<file path="src/common/fcs_pkg.sv">
/*
 * shared constants and types for the parallel nor flash host controller.
 * assumes one 50 MHz clock and a flash reached only through its pins.
 */
// Overview of operation
// - array reads are plain read cycles with no unlock or command writes
// - every command cycle is a write, except array or identification reads
// - one F0 write returns to array read; issued after id mode or failure
// - identification: AA, 55, 90 at unlock addresses, then a read of the code
// - after polling turns true, take data only on a later read
// - with timeout bit set, recheck polling bit once before declaring failure
package fcs_pkg;
    // flash bus cycle timing, in ns and derived clock cycles
    localparam int CLK_NS = 20;
    localparam int SETUP_NS = 20;
    localparam int STROBE_NS = 60;
    localparam int HOLD_NS = 20;
    localparam int SETUP_CYC = (SETUP_NS + CLK_NS - 1) / CLK_NS;
    localparam int STROBE_CYC = (STROBE_NS + CLK_NS - 1) / CLK_NS;
    localparam int HOLD_CYC = (HOLD_NS + CLK_NS - 1) / CLK_NS;
    localparam int SYNC_CYC = 2;
    // command codes
    localparam logic [7:0] CMD_UNLOCK1 = 8'hAA;
    localparam logic [7:0] CMD_UNLOCK2 = 8'h55;
    localparam logic [7:0] CMD_AUTOSEL = 8'h90;
    localparam logic [7:0] CMD_PROGRAM = 8'hA0;
    localparam logic [7:0] CMD_ERASE_SETUP = 8'h80;
    localparam logic [7:0] CMD_CHIP = 8'h10;
    localparam logic [7:0] CMD_SECTOR = 8'h30;
    localparam logic [7:0] CMD_SUSPEND = 8'hB0;
    localparam logic [7:0] CMD_RESUME = 8'h30;
    localparam logic [7:0] CMD_RESET = 8'hF0;
    // unlock addresses in device units
    localparam logic [19:0] UNLOCK_A_WORD = 20'h00555;
    localparam logic [19:0] UNLOCK_B_WORD = 20'h002AA;
    localparam logic [19:0] UNLOCK_A_BYTE = 20'h00AAA;
    localparam logic [19:0] UNLOCK_B_BYTE = 20'h00555;
    // status bit positions in flash read data
    localparam int POLL_BIT = 7;
    localparam int FAIL_BIT = 5;
    // wishbone register byte offsets
    localparam logic [7:0] REG_CTRL = 8'h00;
    localparam logic [7:0] REG_ADDR = 8'h04;
    localparam logic [7:0] REG_WDATA = 8'h08;
    localparam logic [7:0] REG_STATUS = 8'h0C;
    localparam logic [7:0] REG_RDATA = 8'h10;
    // register fields
    localparam int CTRL_BYTE = 3;
    localparam int ST_BUSY = 0;
    localparam int ST_DONE = 1;
    localparam int ST_FAIL = 2;
    localparam int ST_READY = 3;

    typedef enum logic [2:0] {
        OP_READ = 3'h0,
        OP_RESET = 3'h1,
        OP_AUTOSEL = 3'h2,
        OP_PROGRAM = 3'h3,
        OP_CHIP_ERASE = 3'h4,
        OP_SECTOR_ERASE = 3'h5,
        OP_SUSPEND = 3'h6,
        OP_RESUME = 3'h7
    } fcs_op_e;

    // one flash bus cycle request
    typedef struct packed {
        logic we;
        logic [19:0] addr;
        logic [15:0] data;
    } fcs_req_s;

    // flash pin drive
    typedef struct packed {
        logic ce_n;
        logic oe_n;
        logic we_n;
        logic [19:0] addr;
        logic [15:0] dq;
        logic dq_oe;
    } fcs_pins_s;
endpackage

</file>
<file path="src/hw/fcs_cycle.sv">
/*
 * one flash read or write bus cycle: setup, strobe, hold.
 * assumes the request is stable only in the cycle of start_i.
 */
`timescale 1ns/100ps
module fcs_cycle
    import fcs_pkg::*;
(
    input wire logic clk_i,
    input wire logic rst_i,
    input wire logic start_i,
    input wire fcs_req_s req_i,
    input wire logic [15:0] dq_i,
    output fcs_pins_s pins_o,
    output logic done_o,
    output logic [15:0] rdata_o
);
    typedef enum logic [3:0] {
        P_IDLE = 4'b0001,
        P_SETUP = 4'b0010,
        P_STROBE = 4'b0100,
        P_HOLD = 4'b1000
    } fcs_phase_e;

    typedef struct packed {
        fcs_phase_e phase;
        logic [3:0] cnt;
        logic we;
        fcs_pins_s pins;
        logic done;
        logic [15:0] rdata;
        logic [15:0] dq_meta;
        logic [15:0] dq_sync;
    } fcs_cycle_s;

    fcs_cycle_s s;
    fcs_cycle_s next_s;

    // phase sequencing; address and data stay put across the strobe
    always_comb begin
        next_s = s;
        next_s.done = 1'b0;
        next_s.dq_meta = dq_i;
        next_s.dq_sync = s.dq_meta;
        case (s.phase)
            P_IDLE: begin
                if (start_i) begin
                    next_s.we = req_i.we;
                    next_s.pins.addr = req_i.addr;
                    next_s.pins.dq = req_i.data;
                    next_s.pins.dq_oe = req_i.we;
                    next_s.cnt = 4'(SETUP_CYC - 1);
                    next_s.phase = P_SETUP;
                end
            end
            P_SETUP: begin
                next_s.cnt = s.cnt - 4'h1;
                if (s.cnt == 4'h0) begin
                    // falling edges of chip select and strobe coincide
                    next_s.pins.ce_n = 1'b0;
                    next_s.pins.we_n = ~s.we;
                    next_s.pins.oe_n = s.we;
                    next_s.cnt = s.we ? 4'(STROBE_CYC - 1) : 4'(STROBE_CYC + SYNC_CYC - 1);
                    next_s.phase = P_STROBE;
                end
            end
            P_STROBE: begin
                next_s.cnt = s.cnt - 4'h1;
                if (s.cnt == 4'h0) begin
                    if (!s.we) begin
                        next_s.rdata = s.dq_sync;
                    end
                    next_s.pins.ce_n = 1'b1;
                    next_s.pins.we_n = 1'b1;
                    next_s.pins.oe_n = 1'b1;
                    next_s.cnt = 4'(HOLD_CYC - 1);
                    next_s.phase = P_HOLD;
                end
            end
            P_HOLD: begin
                next_s.cnt = s.cnt - 4'h1;
                if (s.cnt == 4'h0) begin
                    next_s.pins.dq_oe = 1'b0;
                    next_s.done = 1'b1;
                    next_s.phase = P_IDLE;
                end
            end
            default: begin
                next_s.phase = P_IDLE;
            end
        endcase
    end

    // state register
    always_ff @(posedge clk_i) begin
        if (rst_i) begin
            s <= '0;
            s.phase <= P_IDLE;
            s.pins.ce_n <= 1'b1;
            s.pins.oe_n <= 1'b1;
            s.pins.we_n <= 1'b1;
        end else begin
            s <= next_s;
        end
    end

    assign pins_o = s.pins;
    assign done_o = s.done;
    assign rdata_o = s.rdata;

    // checks on the pin waveform
    a_addr_held: assert property (@(posedge clk_i) disable iff (rst_i)
        !s.pins.ce_n |-> $stable(s.pins.addr) && $stable(s.pins.dq))
        else $error("address or data moved during strobe");
    a_strobe_width: assert property (@(posedge clk_i) disable iff (rst_i)
        $fell(s.pins.we_n) |-> (!s.pins.we_n && !s.pins.ce_n)[*3] ##1 s.pins.we_n)
        else $error("write strobe width wrong");
    a_no_contend: assert property (@(posedge clk_i) disable iff (rst_i)
        !s.pins.oe_n |-> !s.pins.dq_oe && s.pins.we_n)
        else $error("data driven while output enabled");
endmodule

</file>
<file path="src/hw/fcs_host.sv">
/*
 * host controller for a parallel nor flash: wishbone registers in,
 * command sequences and status polling out on the flash pins.
 * assumes a classic wishbone master and a flash with a ready/busy pull-up.
 */
`timescale 1ns/100ps
module fcs_host
    import fcs_pkg::*;
(
    input wire logic clk_i,
    input wire logic rst_i,
    input wire logic wb_cyc_i,
    input wire logic wb_stb_i,
    input wire logic wb_we_i,
    input wire logic [7:0] wb_adr_i,
    input wire logic [3:0] wb_sel_i,
    input wire logic [31:0] wb_dat_i,
    output logic [31:0] wb_dat_o,
    output logic wb_ack_o,
    output logic flash_ce_n_o,
    output logic flash_oe_n_o,
    output logic flash_we_n_o,
    output logic [19:0] flash_addr_o,
    output logic flash_word_mode_o,
    input wire logic [15:0] dq_i,
    output logic [15:0] dq_o,
    output logic dq_oe_o,
    input wire logic ready_busy_n_i
);
    typedef enum logic [6:0] {
        S_IDLE = 7'b0000001,
        S_WR = 7'b0000010,
        S_RD = 7'b0000100,
        S_POLL = 7'b0001000,
        S_CHK = 7'b0010000,
        S_VFY = 7'b0100000,
        S_EXIT = 7'b1000000
    } fcs_state_e;

    typedef struct packed {
        fcs_state_e state;
        fcs_op_e op;
        logic byte_mode;
        logic word_mode;
        logic [19:0] addr;
        logic [15:0] wdata;
        logic [15:0] rdata;
        logic [2:0] idx;
        logic issued;
        logic done;
        logic fail;
        logic rb_meta;
        logic rb_sync;
        logic ack;
        logic [31:0] dat_o;
    } fcs_host_s;

    fcs_host_s s;
    fcs_host_s next_s;
    logic cyc_start;
    fcs_req_s cyc_req;
    fcs_pins_s pins;
    logic cyc_done;
    logic [15:0] cyc_rdata;

    // device address to pin address; in byte mode bit 0 is the lowest byte lane
    function automatic logic [19:0] pin_addr(input logic [19:0] a, input logic bm);
        return bm ? a : {a[18:0], 1'b0};
    endfunction

    // number of writes in a command sequence
    function automatic logic [2:0] seq_len(input fcs_op_e op);
        case (op)
            OP_READ: return 3'h0;
            OP_AUTOSEL: return 3'h3;
            OP_PROGRAM: return 3'h4;
            OP_CHIP_ERASE, OP_SECTOR_ERASE: return 3'h6;
            default: return 3'h1;
        endcase
    endfunction

    // write cycle idx of a sequence; upper data byte zero outside program data
    function automatic fcs_req_s seq_write(input fcs_op_e op, input logic [2:0] idx, input logic bm,
                                           input logic [19:0] a, input logic [15:0] d);
        logic [19:0] ua;
        logic [19:0] ub;
        fcs_req_s r;
        ua = pin_addr(bm ? UNLOCK_A_BYTE : UNLOCK_A_WORD, bm);
        ub = pin_addr(bm ? UNLOCK_B_BYTE : UNLOCK_B_WORD, bm);
        r.we = 1'b1;
        r.addr = ua;
        r.data = {8'h00, CMD_UNLOCK1};
        case (op)
            OP_RESET: r = '{we: 1'b1, addr: pin_addr(a, bm), data: {8'h00, CMD_RESET}};
            OP_SUSPEND: r = '{we: 1'b1, addr: pin_addr(a, bm), data: {8'h00, CMD_SUSPEND}};
            OP_RESUME: r = '{we: 1'b1, addr: pin_addr(a, bm), data: {8'h00, CMD_RESUME}};
            default: begin
                case (idx)
                    3'h1, 3'h4: r = '{we: 1'b1, addr: ub, data: {8'h00, CMD_UNLOCK2}};
                    3'h2: begin
                        r.data[7:0] = (op == OP_AUTOSEL) ? CMD_AUTOSEL :
                                      (op == OP_PROGRAM) ? CMD_PROGRAM : CMD_ERASE_SETUP;
                    end
                    3'h3: begin
                        if (op == OP_PROGRAM) begin
                            r = '{we: 1'b1, addr: pin_addr(a, bm), data: d};
                        end
                    end
                    3'h5: begin
                        if (op == OP_CHIP_ERASE) begin
                            r.data = {8'h00, CMD_CHIP};
                        end else begin
                            r = '{we: 1'b1, addr: pin_addr(a, bm), data: {8'h00, CMD_SECTOR}};
                        end
                    end
                    default: r.data = {8'h00, CMD_UNLOCK1};
                endcase
            end
        endcase
        return r;
    endfunction

    // polling bit: true program data or erase-complete one
    function automatic logic poll_pass(input fcs_op_e op, input logic [15:0] d, input logic [15:0] q);
        return (op == OP_PROGRAM) ? (q[POLL_BIT] == d[POLL_BIT]) : q[POLL_BIT];
    endfunction

    // register access and command engine
    always_comb begin
        next_s = s;
        next_s.ack = 1'b0;
        next_s.rb_meta = ready_busy_n_i;
        next_s.rb_sync = s.rb_meta;
        cyc_start = 1'b0;
        cyc_req = '0;
        if (wb_cyc_i && wb_stb_i && !s.ack) begin
            next_s.ack = 1'b1;
            next_s.dat_o = '0;
            if (wb_we_i) begin
                case (wb_adr_i)
                    REG_CTRL: begin
                        if (s.state == S_IDLE && wb_sel_i[0]) begin
                            next_s.op = fcs_op_e'(wb_dat_i[2:0]);
                            next_s.byte_mode = wb_dat_i[CTRL_BYTE];
                            next_s.word_mode = ~wb_dat_i[CTRL_BYTE];
                            next_s.done = 1'b0;
                            next_s.fail = 1'b0;
                            next_s.idx = 3'h0;
                            next_s.issued = 1'b0;
                            // plain read goes straight to a read cycle
                            next_s.state = (fcs_op_e'(wb_dat_i[2:0]) == OP_READ) ? S_RD : S_WR;
                        end
                    end
                    REG_ADDR: begin
                        if (wb_sel_i[0]) next_s.addr[7:0] = wb_dat_i[7:0];
                        if (wb_sel_i[1]) next_s.addr[15:8] = wb_dat_i[15:8];
                        if (wb_sel_i[2]) next_s.addr[19:16] = wb_dat_i[19:16];
                    end
                    REG_WDATA: begin
                        if (wb_sel_i[0]) next_s.wdata[7:0] = wb_dat_i[7:0];
                        if (wb_sel_i[1]) next_s.wdata[15:8] = wb_dat_i[15:8];
                    end
                    default: ;
                endcase
            end else begin
                case (wb_adr_i)
                    REG_CTRL: next_s.dat_o = {28'h0, s.byte_mode, s.op};
                    REG_ADDR: next_s.dat_o = {12'h0, s.addr};
                    REG_WDATA: next_s.dat_o = {16'h0, s.wdata};
                    REG_STATUS: next_s.dat_o = {28'h0, s.rb_sync, s.fail, s.done, s.state != S_IDLE};
                    REG_RDATA: next_s.dat_o = {16'h0, s.rdata};
                    default: next_s.dat_o = '0;
                endcase
            end
        end
        // request for the current state: sequence writes, reset write or a read
        if (s.state == S_WR) begin
            cyc_req = seq_write(s.op, s.idx, s.byte_mode, s.addr, s.wdata);
        end else if (s.state == S_EXIT) begin
            cyc_req = seq_write(OP_RESET, 3'h0, s.byte_mode, s.addr, s.wdata);
        end else begin
            cyc_req = '{we: 1'b0, addr: pin_addr(s.addr, s.byte_mode), data: 16'h0000};
        end
        if (s.state != S_IDLE && !s.issued) begin
            cyc_start = 1'b1;
            next_s.issued = 1'b1;
        end
        if (cyc_done) begin
            next_s.issued = 1'b0;
            case (s.state)
                S_WR: begin
                    next_s.idx = s.idx + 3'h1;
                    if (s.idx + 3'h1 == seq_len(s.op)) begin
                        case (s.op)
                            OP_AUTOSEL: next_s.state = S_RD;
                            // polling starts after the final strobe rose
                            OP_PROGRAM, OP_CHIP_ERASE, OP_SECTOR_ERASE: next_s.state = S_POLL;
                            default: begin
                                next_s.state = S_IDLE;
                                next_s.done = 1'b1;
                            end
                        endcase
                    end
                end
                S_RD: begin
                    next_s.rdata = cyc_rdata;
                    if (s.op == OP_AUTOSEL) begin
                        next_s.state = S_EXIT;
                    end else begin
                        next_s.state = S_IDLE;
                        next_s.done = 1'b1;
                    end
                end
                S_POLL: begin
                    next_s.rdata = cyc_rdata;
                    if (poll_pass(s.op, s.wdata, cyc_rdata)) begin
                        next_s.state = S_VFY;
                    end else if (cyc_rdata[FAIL_BIT]) begin
                        next_s.state = S_CHK;
                    end
                end
                S_CHK: begin
                    next_s.rdata = cyc_rdata;
                    if (poll_pass(s.op, s.wdata, cyc_rdata)) begin
                        next_s.state = S_VFY;
                    end else begin
                        next_s.fail = 1'b1;
                        next_s.state = S_EXIT;
                    end
                end
                S_VFY: begin
                    next_s.rdata = cyc_rdata;
                    next_s.state = S_IDLE;
                    next_s.done = 1'b1;
                end
                S_EXIT: begin
                    next_s.state = S_IDLE;
                    next_s.done = 1'b1;
                end
                default: next_s.state = S_IDLE;
            endcase
        end
    end

    // state register
    always_ff @(posedge clk_i) begin
        if (rst_i) begin
            s <= '0;
            s.state <= S_IDLE;
            s.op <= OP_READ;
            s.word_mode <= 1'b1;
            s.rb_meta <= 1'b1;
            s.rb_sync <= 1'b1;
        end else begin
            s <= next_s;
        end
    end

    // flash bus cycle engine
    fcs_cycle u_cycle (
        .clk_i(clk_i),
        .rst_i(rst_i),
        .start_i(cyc_start),
        .req_i(cyc_req),
        .dq_i(dq_i),
        .pins_o(pins),
        .done_o(cyc_done),
        .rdata_o(cyc_rdata)
    );

    assign wb_dat_o = s.dat_o;
    assign wb_ack_o = s.ack;
    assign flash_ce_n_o = pins.ce_n;
    assign flash_oe_n_o = pins.oe_n;
    assign flash_we_n_o = pins.we_n;
    assign flash_addr_o = pins.addr;
    assign dq_o = pins.dq;
    assign dq_oe_o = pins.dq_oe;
    assign flash_word_mode_o = s.word_mode;

    // sequence checks
    a_read_plain: assert property (@(posedge clk_i) disable iff (rst_i)
        cyc_start && s.state == S_RD && s.op == OP_READ && s.idx == 3'h0 |-> !cyc_req.we)
        else $error("plain read preceded by writes");
    a_cmd_writes: assert property (@(posedge clk_i) disable iff (rst_i)
        cyc_start && s.state == S_WR |-> cyc_req.we ##1 !cyc_start)
        else $error("command cycle not a write");
    a_reset_code: assert property (@(posedge clk_i) disable iff (rst_i)
        cyc_start && s.state == S_EXIT |-> cyc_req.we && cyc_req.data[7:0] == CMD_RESET)
        else $error("exit write is not reset");
    a_fail_exit: assert property (@(posedge clk_i) disable iff (rst_i)
        s.state == S_CHK && cyc_done && !poll_pass(s.op, s.wdata, cyc_rdata) |=> s.fail && s.state == S_EXIT)
        else $error("failure did not issue reset");
    a_unlock_first: assert property (@(posedge clk_i) disable iff (rst_i)
        cyc_start && s.state == S_WR && s.idx == 3'h0 && seq_len(s.op) > 3'h1
        |-> cyc_req.data[7:0] == CMD_UNLOCK1 && cyc_req.addr == 20'h00AAA)
        else $error("sequence did not open with unlock");
    a_chip_tail: assert property (@(posedge clk_i) disable iff (rst_i)
        cyc_start && s.state == S_WR && s.op == OP_CHIP_ERASE && s.idx == 3'h5
        |-> cyc_req.data[7:0] == CMD_CHIP && cyc_req.addr == 20'h00AAA)
        else $error("chip erase last write wrong");
    a_verify_next: assert property (@(posedge clk_i) disable iff (rst_i)
        (s.state == S_POLL || s.state == S_CHK) && cyc_done && poll_pass(s.op, s.wdata, cyc_rdata)
        |=> s.state == S_VFY && cyc_start && !cyc_req.we)
        else $error("no fresh read after polling passed");
    a_recheck: assert property (@(posedge clk_i) disable iff (rst_i)
        s.state == S_POLL && cyc_done && !poll_pass(s.op, s.wdata, cyc_rdata) && cyc_rdata[FAIL_BIT]
        |=> s.state == S_CHK && !s.fail)
        else $error("timeout bit not rechecked");
    a_ack_once: assert property (@(posedge clk_i) disable iff (rst_i)
        s.ack |=> !s.ack)
        else $error("ack held two cycles");

    c_program_ok: cover property (@(posedge clk_i) disable iff (rst_i)
        s.state == S_VFY && cyc_done && s.op == OP_PROGRAM);
    c_erase_ok: cover property (@(posedge clk_i) disable iff (rst_i)
        s.state == S_VFY && cyc_done && s.op == OP_SECTOR_ERASE);
    c_fail: cover property (@(posedge clk_i) disable iff (rst_i) $rose(s.fail));
    c_id_exit: cover property (@(posedge clk_i) disable iff (rst_i)
        s.state == S_EXIT && s.op == OP_AUTOSEL && cyc_done);
endmodule

</file>
<file path="config.mk">
export PLATFORM = sky130hd
export DESIGN_NAME = fcs_host
export DESIGN_NICKNAME = d
export VERILOG_FILES = /design/src/common/fcs_pkg.sv /design/src/hw/fcs_cycle.sv /design/src/hw/fcs_host.sv
export SDC_FILE = /design/constraint.sdc
export NUM_CORES = 1
export LEC_CHECK = 0
export BUFFER_PORTS_ARGS = -buffer_cell sky130_fd_sc_hd__buf_2
export CORE_MARGIN = 5
export CORE_UTILIZATION = 30
export CTS_CLUSTER_DIAMETER = 200
export DETAILED_ROUTE_END_ITERATION = 10
export GPL_TIMING_DRIVEN = 1
export HOLD_SLACK_MARGIN = 0.12
export MAX_ROUTING_LAYER = met4
export PLACE_DENSITY = 0.53
export SYNTH_ARGS = -nofsm -noshare
export SYNTH_HDL_FRONTEND = slang
export SYNTH_SLANG_ARGS = --single-unit
</file>
<file path="constraint.sdc">
create_clock -name clk_i -period 2.9 [get_ports clk_i]
set_clock_uncertainty 0.1 [all_clocks]
set_input_delay 0.29 -clock clk_i [delete_from_list [all_inputs] [get_ports clk_i]]
set_output_delay 0.29 -clock clk_i [all_outputs]
set_load 0.01 [all_outputs]
</file>
# == Word level (Yosys, flattened, before mapping) ==
# Index checks and enable logic that the tools add are counted.
# op_classes
add_sub_neg,2
eq_ne,34
mux,70
bitwise,3
reduce_logical,39
# ops
op,count
one-hot mux 37 bit (3 select lines),1
one-hot mux 20 bit (5 select lines),1
2-to-1 mux 48 bit,2
2-to-1 mux 20 bit,4
2-to-1 mux 37 bit,2
one-hot mux 21 bit (3 select lines),1
2-to-1 mux 12 bit,4
2-to-1 mux 6 bit,8
2-to-1 mux 8 bit,6
2-to-1 mux 7 bit,6
2-to-1 mux 36 bit,1
2-to-1 mux 33 bit,1
one-hot mux 4 bit (4 select lines),2
one-hot mux 8 bit (4 select lines),1
AND reduction 4 bit,8
one-hot mux 7 bit (4 select lines),1
2-to-1 mux 3 bit,7
"equality test 3 bit, second input constant",6
"equality test 8 x 4 -> 1 bit, second input constant",2
2-to-1 mux 16 bit,1
one-hot mux 8 bit (2 select lines),1
2-to-1 mux 13 bit,1
"equality test 3 x 2 -> 1 bit, second input constant",4
one-hot mux 3 bit (4 select lines),1
other kinds (43),76
# word_totals
regBits,203
in_bits,66
elab_cells,179

# == Logic depth before layout (Yosys ltp) ==
# logic_depth
depth_word,10
ltp_mapped,9
depth_no_buf,7

# == Cells and area by module ==
# A second synthesis with hierarchy kept.
# unflattened
hier_cells,1080
area_unflattened_um2,9137.5
# by_module_without_submodules
mod,instances,cells_per_inst,area_per_inst_um2
fcs_host,1,646,5297.6
fcs_cycle,1,434,3839.9

# == Worst setup path before layout ==
# OpenSTA, ideal clock, no wires.
# synth_path
path_kind,flip-flop to flip-flop
startpoint,register s[96] in the netlist's numbering
endpoint,register s[36] in the netlist's numbering
arrival_ns,2.136
slack_ns,0.594
stages_incl_launch_ff,8
path_buffers,1
period_less_slack_ns,2.306
cell_sequence,dfxtp_1 > buf_2 > inv_1 > ha_1 > or4b_1 > o311a_1 > or4b_1 > a21oi_1
# synth_via
elab_chain_len,9
word_cells_on_any_way,16
# synth_rtl
element,line,rtl
start: declaration,fcs_host.sv:58,fcs_host_s s;
start signal: assignment,fcs_host.sv:255,s <= next_s;
equality test 3 bit,"fcs_host.sv:73, fcs_host.sv:194",
OR reduction 2 bit,fcs_host.sv:73,case (op)
one-hot mux 3 bit (4 select lines),fcs_host.sv:73,
2-to-1 mux 3 bit,fcs_host.sv:190,case (s.state)
2-to-1 mux 3 bit,fcs_host.sv:188,if (cyc_done) begin
equality test 3 bit,fcs_host.sv:193,if (s.idx + 3'h1 == seq_len(s.op)) begin
2-to-1 mux 1 bit,fcs_host.sv:193,
one-hot mux 1 bit (3 select lines) *,fcs_host.sv:190,
2-to-1 mux 6 bit *,fcs_host.sv:188,
# Mark *: on every way between the ends. The rest lies on a longest branch, timed or not. The select of a mux whose other input is x is not followed.
# A chain may end at the register's enable or synchronous reset.

# == Worst setup path after layout ==
# layout_path
startpoint,register s[38] in the netlist's numbering
endpoint,register s[36] in the netlist's numbering
# layout_via
elab_chain_len,5
# layout_rtl
element,line
adder 3 x 1 -> 3 bit,fcs_host.sv:193
equality test 3 bit,fcs_host.sv:193
2-to-1 mux 1 bit,fcs_host.sv:193
one-hot mux 1 bit (3 select lines),fcs_host.sv:190
2-to-1 mux 6 bit,fcs_host.sv:188
# Every way passes these cells.

==> results.sh <==
export IMPL_fin_nets=1117
export IMPL_power_density_mw_per_mm2=503
export IMPL_cap_violations=0
export IMPL_clkLatencyLatePin_ns=0.43
export IMPL_yosysWarnings=0
export IMPL_synthSimpleGateAreaFrac_pct=18.8
export IMPL_h_tree_depth=4
export IMPL_critPathCaptureType="register"
export IMPL_crit_fanout=7
export IMPL_grt_max_degree=107
export IMPL_max_freq_mhz=398
export IMPL_synth_top_family_by_area="simple AND/OR/NAND/NOR gates"
export IMPL_synth_xor_area_share_pct=0.297
export IMPL_syn_inst=968
export IMPL_synthAdderAreaFrac_pct=1.27
export IMPL_r2r_start="s[38]"
export IMPL_cts_buffers_inserted=17
export IMPL_finalSetupTns_ns=0
export IMPL_syn_area_sq_mm=0.00884
export IMPL_antenna_found_initial=1
export IMPL_design_die_area_sq_mm=0.0330
export IMPL_hold_start="rst_i"
export IMPL_io_buffers=114
export IMPL_routed_wl_microns=23900
export IMPL_cts_tree="done"
export IMPL_cts_max_path_buffers=2
export IMPL_grt_setup_unrepaired="false"
export IMPL_clk_pin_slew_worst_paths_ns=0.08
export IMPL_ff2ff_setup_slack_ns=0.39
export IMPL_design_area_sq_mm=0.0103
export IMPL_synthDistinctLibCells=72
export IMPL_n_fill_cell=2951
export IMPL_synth_area_top_cells="dfxtp_1 (43%), mux2i_1 (10%), buf_4 (6.0%)"
export IMPL_slew_headroom_pct=19.0
export IMPL_ys_flop_type="dfxtp_1"
export IMPL_async_reset_ff_share_pct=0
export IMPL_yosysMostFrequentCell="dfxtp_1"
export IMPL_cts_setup_buffers=0
export IMPL_finalMaxSlewViolations=0
export IMPL_final_hold_violation_count=0
export IMPL_crit_start="s[38]"
export IMPL_cp_required_ns=3.16
export IMPL_grt_first_pass_wirelength_microns=37600
export IMPL_rows=62
export IMPL_post_route_util_pct=35.5
export IMPL_multi_input_area_sq_mm=0.00422
export IMPL_initial_utilization_pct=30.5
export IMPL_dp_hpwl_microns=17600
export IMPL_placed_area_sq_mm=0.00931
export IMPL_fin_crit_ns=2.51
export IMPL_pre_cts_ws_ns=0.403
export IMPL_ff_latch_area_sq_mm=0.00382
export IMPL_synth_top_area_share_pct=43.3
export IMPL_p_leak_nw=4.18
export IMPL_min_path_type="in -> reg"
export IMPL_drtPass1Iterations=5
export IMPL_tightest_slew_ns=1.21
export IMPL_yosys_mux_area_fraction_pct=11.7
export IMPL_yosysSeqAreaShare_pct=43.3
export IMPL_place_gp_congestion=0.831
export IMPL_ys_top_cells_by_count="dfxtp_1 (191), nor2_1 (99), mux2i_1 (90)"
export IMPL_cp_start_kind="register"
export IMPL_drc_errors=0
export IMPL_clock_sinks=191
export IMPL_core_sq_mm=0.0289
export IMPL_cp_arrival_ns=2.77
export IMPL_pin_count=140
export IMPL_synth_edf_count=0
export IMPL_irDropWorstVdd_uv=346
export IMPL_drt_wirelength_per_cell_microns=16.6
export IMPL_setup_worst_path_class="reg -> reg"
export IMPL_setup_viol=0
export IMPL_fin_crit_sh_pct=86.5
export IMPL_synth_seq_cells=191
export IMPL_synth_compound_area_share_pct=15.1
export IMPL_fp_dieW_microns=182
export IMPL_cts_root_buf="clkbuf_16"
export IMPL_overflow=0
export IMPL_grt_pass1_vias=6593
export IMPL_area_growth_pct=16.1
export IMPL_dr_total_vias=6959
export IMPL_whs_ns=0.145
export IMPL_yosys_area_top_type="dfxtp_1"
export IMPL_viasPerCell=4.83
export IMPL_status="complete, no violations"
export IMPL_syn_avg_cell_area_sq_um=9.13
export IMPL_fin_ws_ns=0.390
export IMPL_grt_usage_pct=14.6
export IMPL_layout_drive_gt1_share_pct=19.0
export IMPL_drtIter0Drc=416
export IMPL_dieHeight_microns=182
export IMPL_route_antenna_remaining_nets=0
## through the flow
stage / std cells / power [mW]
2_1_floorplan: 979 / 2.81
3_3_place_gp: 1370 / 2.88
3_5_place_dp: 1370 / 2.88
4_1_cts: 1439 / 5.23
5_1_grt: 1440 / 5.37
6_report: 1440 / 5.17
## flip-flops by register name (all words and copies together), names as in the netlist
| signal | flops |
|---|---|
| flash_word_mode_o | 1 |
| next_s | 1 |
| s | 70 |
| u_cycle.done_o | 1 |
| u_cycle.next_s | 16 |
| u_cycle.pins_o | 40 |
| u_cycle.rdata_o | 16 |
| u_cycle.s | 25 |
| wb_ack_o | 1 |
| wb_dat_o | 20 |
## layer usage
| metal | part of all wire (%) | vias to the layer above | GRT usage, % |
|---|---|---|---|
| met5 | 0 | - | - |
| met4 | 0.92 | 0 | 3.24 |
| met3 | 7.0 | 12 | 4.48 |
| met2 | 43 | 168 | 21.1 |
| met1 | 49 | 3289 | 20.1 |
| li1 | - | 3490 | - |
## cell type report
cell class / instances / share of cell area (%)
Multi-Input combinational cell: 647 / 41.1
Sequential cell: 191 / 37.3
Timing Repair Buffer: 170 / 10.7
Tap cell: 384 / 4.68
Clock buffer: 17 / 4.14
Clock inverter: 15 / 1.56
Inverter: 15 / 0.549
Antenna cell: 1 / 0.0244
## logic make-up after synthesis
family | count (synthesis)
DFF | 191
muxes | 102
xor gates and xnor gates | 3
other | 1
AOI/OAI and AO/OA | 204
buffers and inverters | 141
adders and majority gates | 9
and+or+nand+nor | 317
## what timing repair did
| action | in CTS | in global routing |
|---|---|---|
| endpoints found under the hold margin | 57 | 0 |
| resized for setup | 0 | 0 |
| hold buffers | 37 | 0 |
## worst max-delay path, cell delays in order (launching register included)
cell     delay [ns]
dfxtp_1        0.45
inv_1          0.14
ha_1           0.37
or4b_1         0.55
o311a_1        0.16
or4b_1         0.52
a21oi_1        0.15
## report_power, final
group          internal [mW]  switching [mW]  leakage (nW)
registers               2.64         0.00590          1.55
logic                 0.0874           0.117          2.35
clock network           1.16            1.16         0.284
total                   3.89            1.28          4.18
## final timing paths
kind,to,cells after the start
max,s[36],6
min,s[61],2
max reg2reg,s[36],6
min reg2reg,s[33],1
## layout by cell type (no fill, tap or decap), drive strengths merged, types with 12 or more instances in the layout
cell type	count
mux2i	90
inv	24
a22o	16
clkbuf	17
dfxtp	191
o21ai	55
buf	133
nor2b	43
a21oi	56
dlygate4sd3	37
nand2	62
mux2	12
nand3	38
nor2	101
conb	12
nor3	13
nand2b	12
a22oi	15
Note: power is estimated with default switching activity, not from simulation.
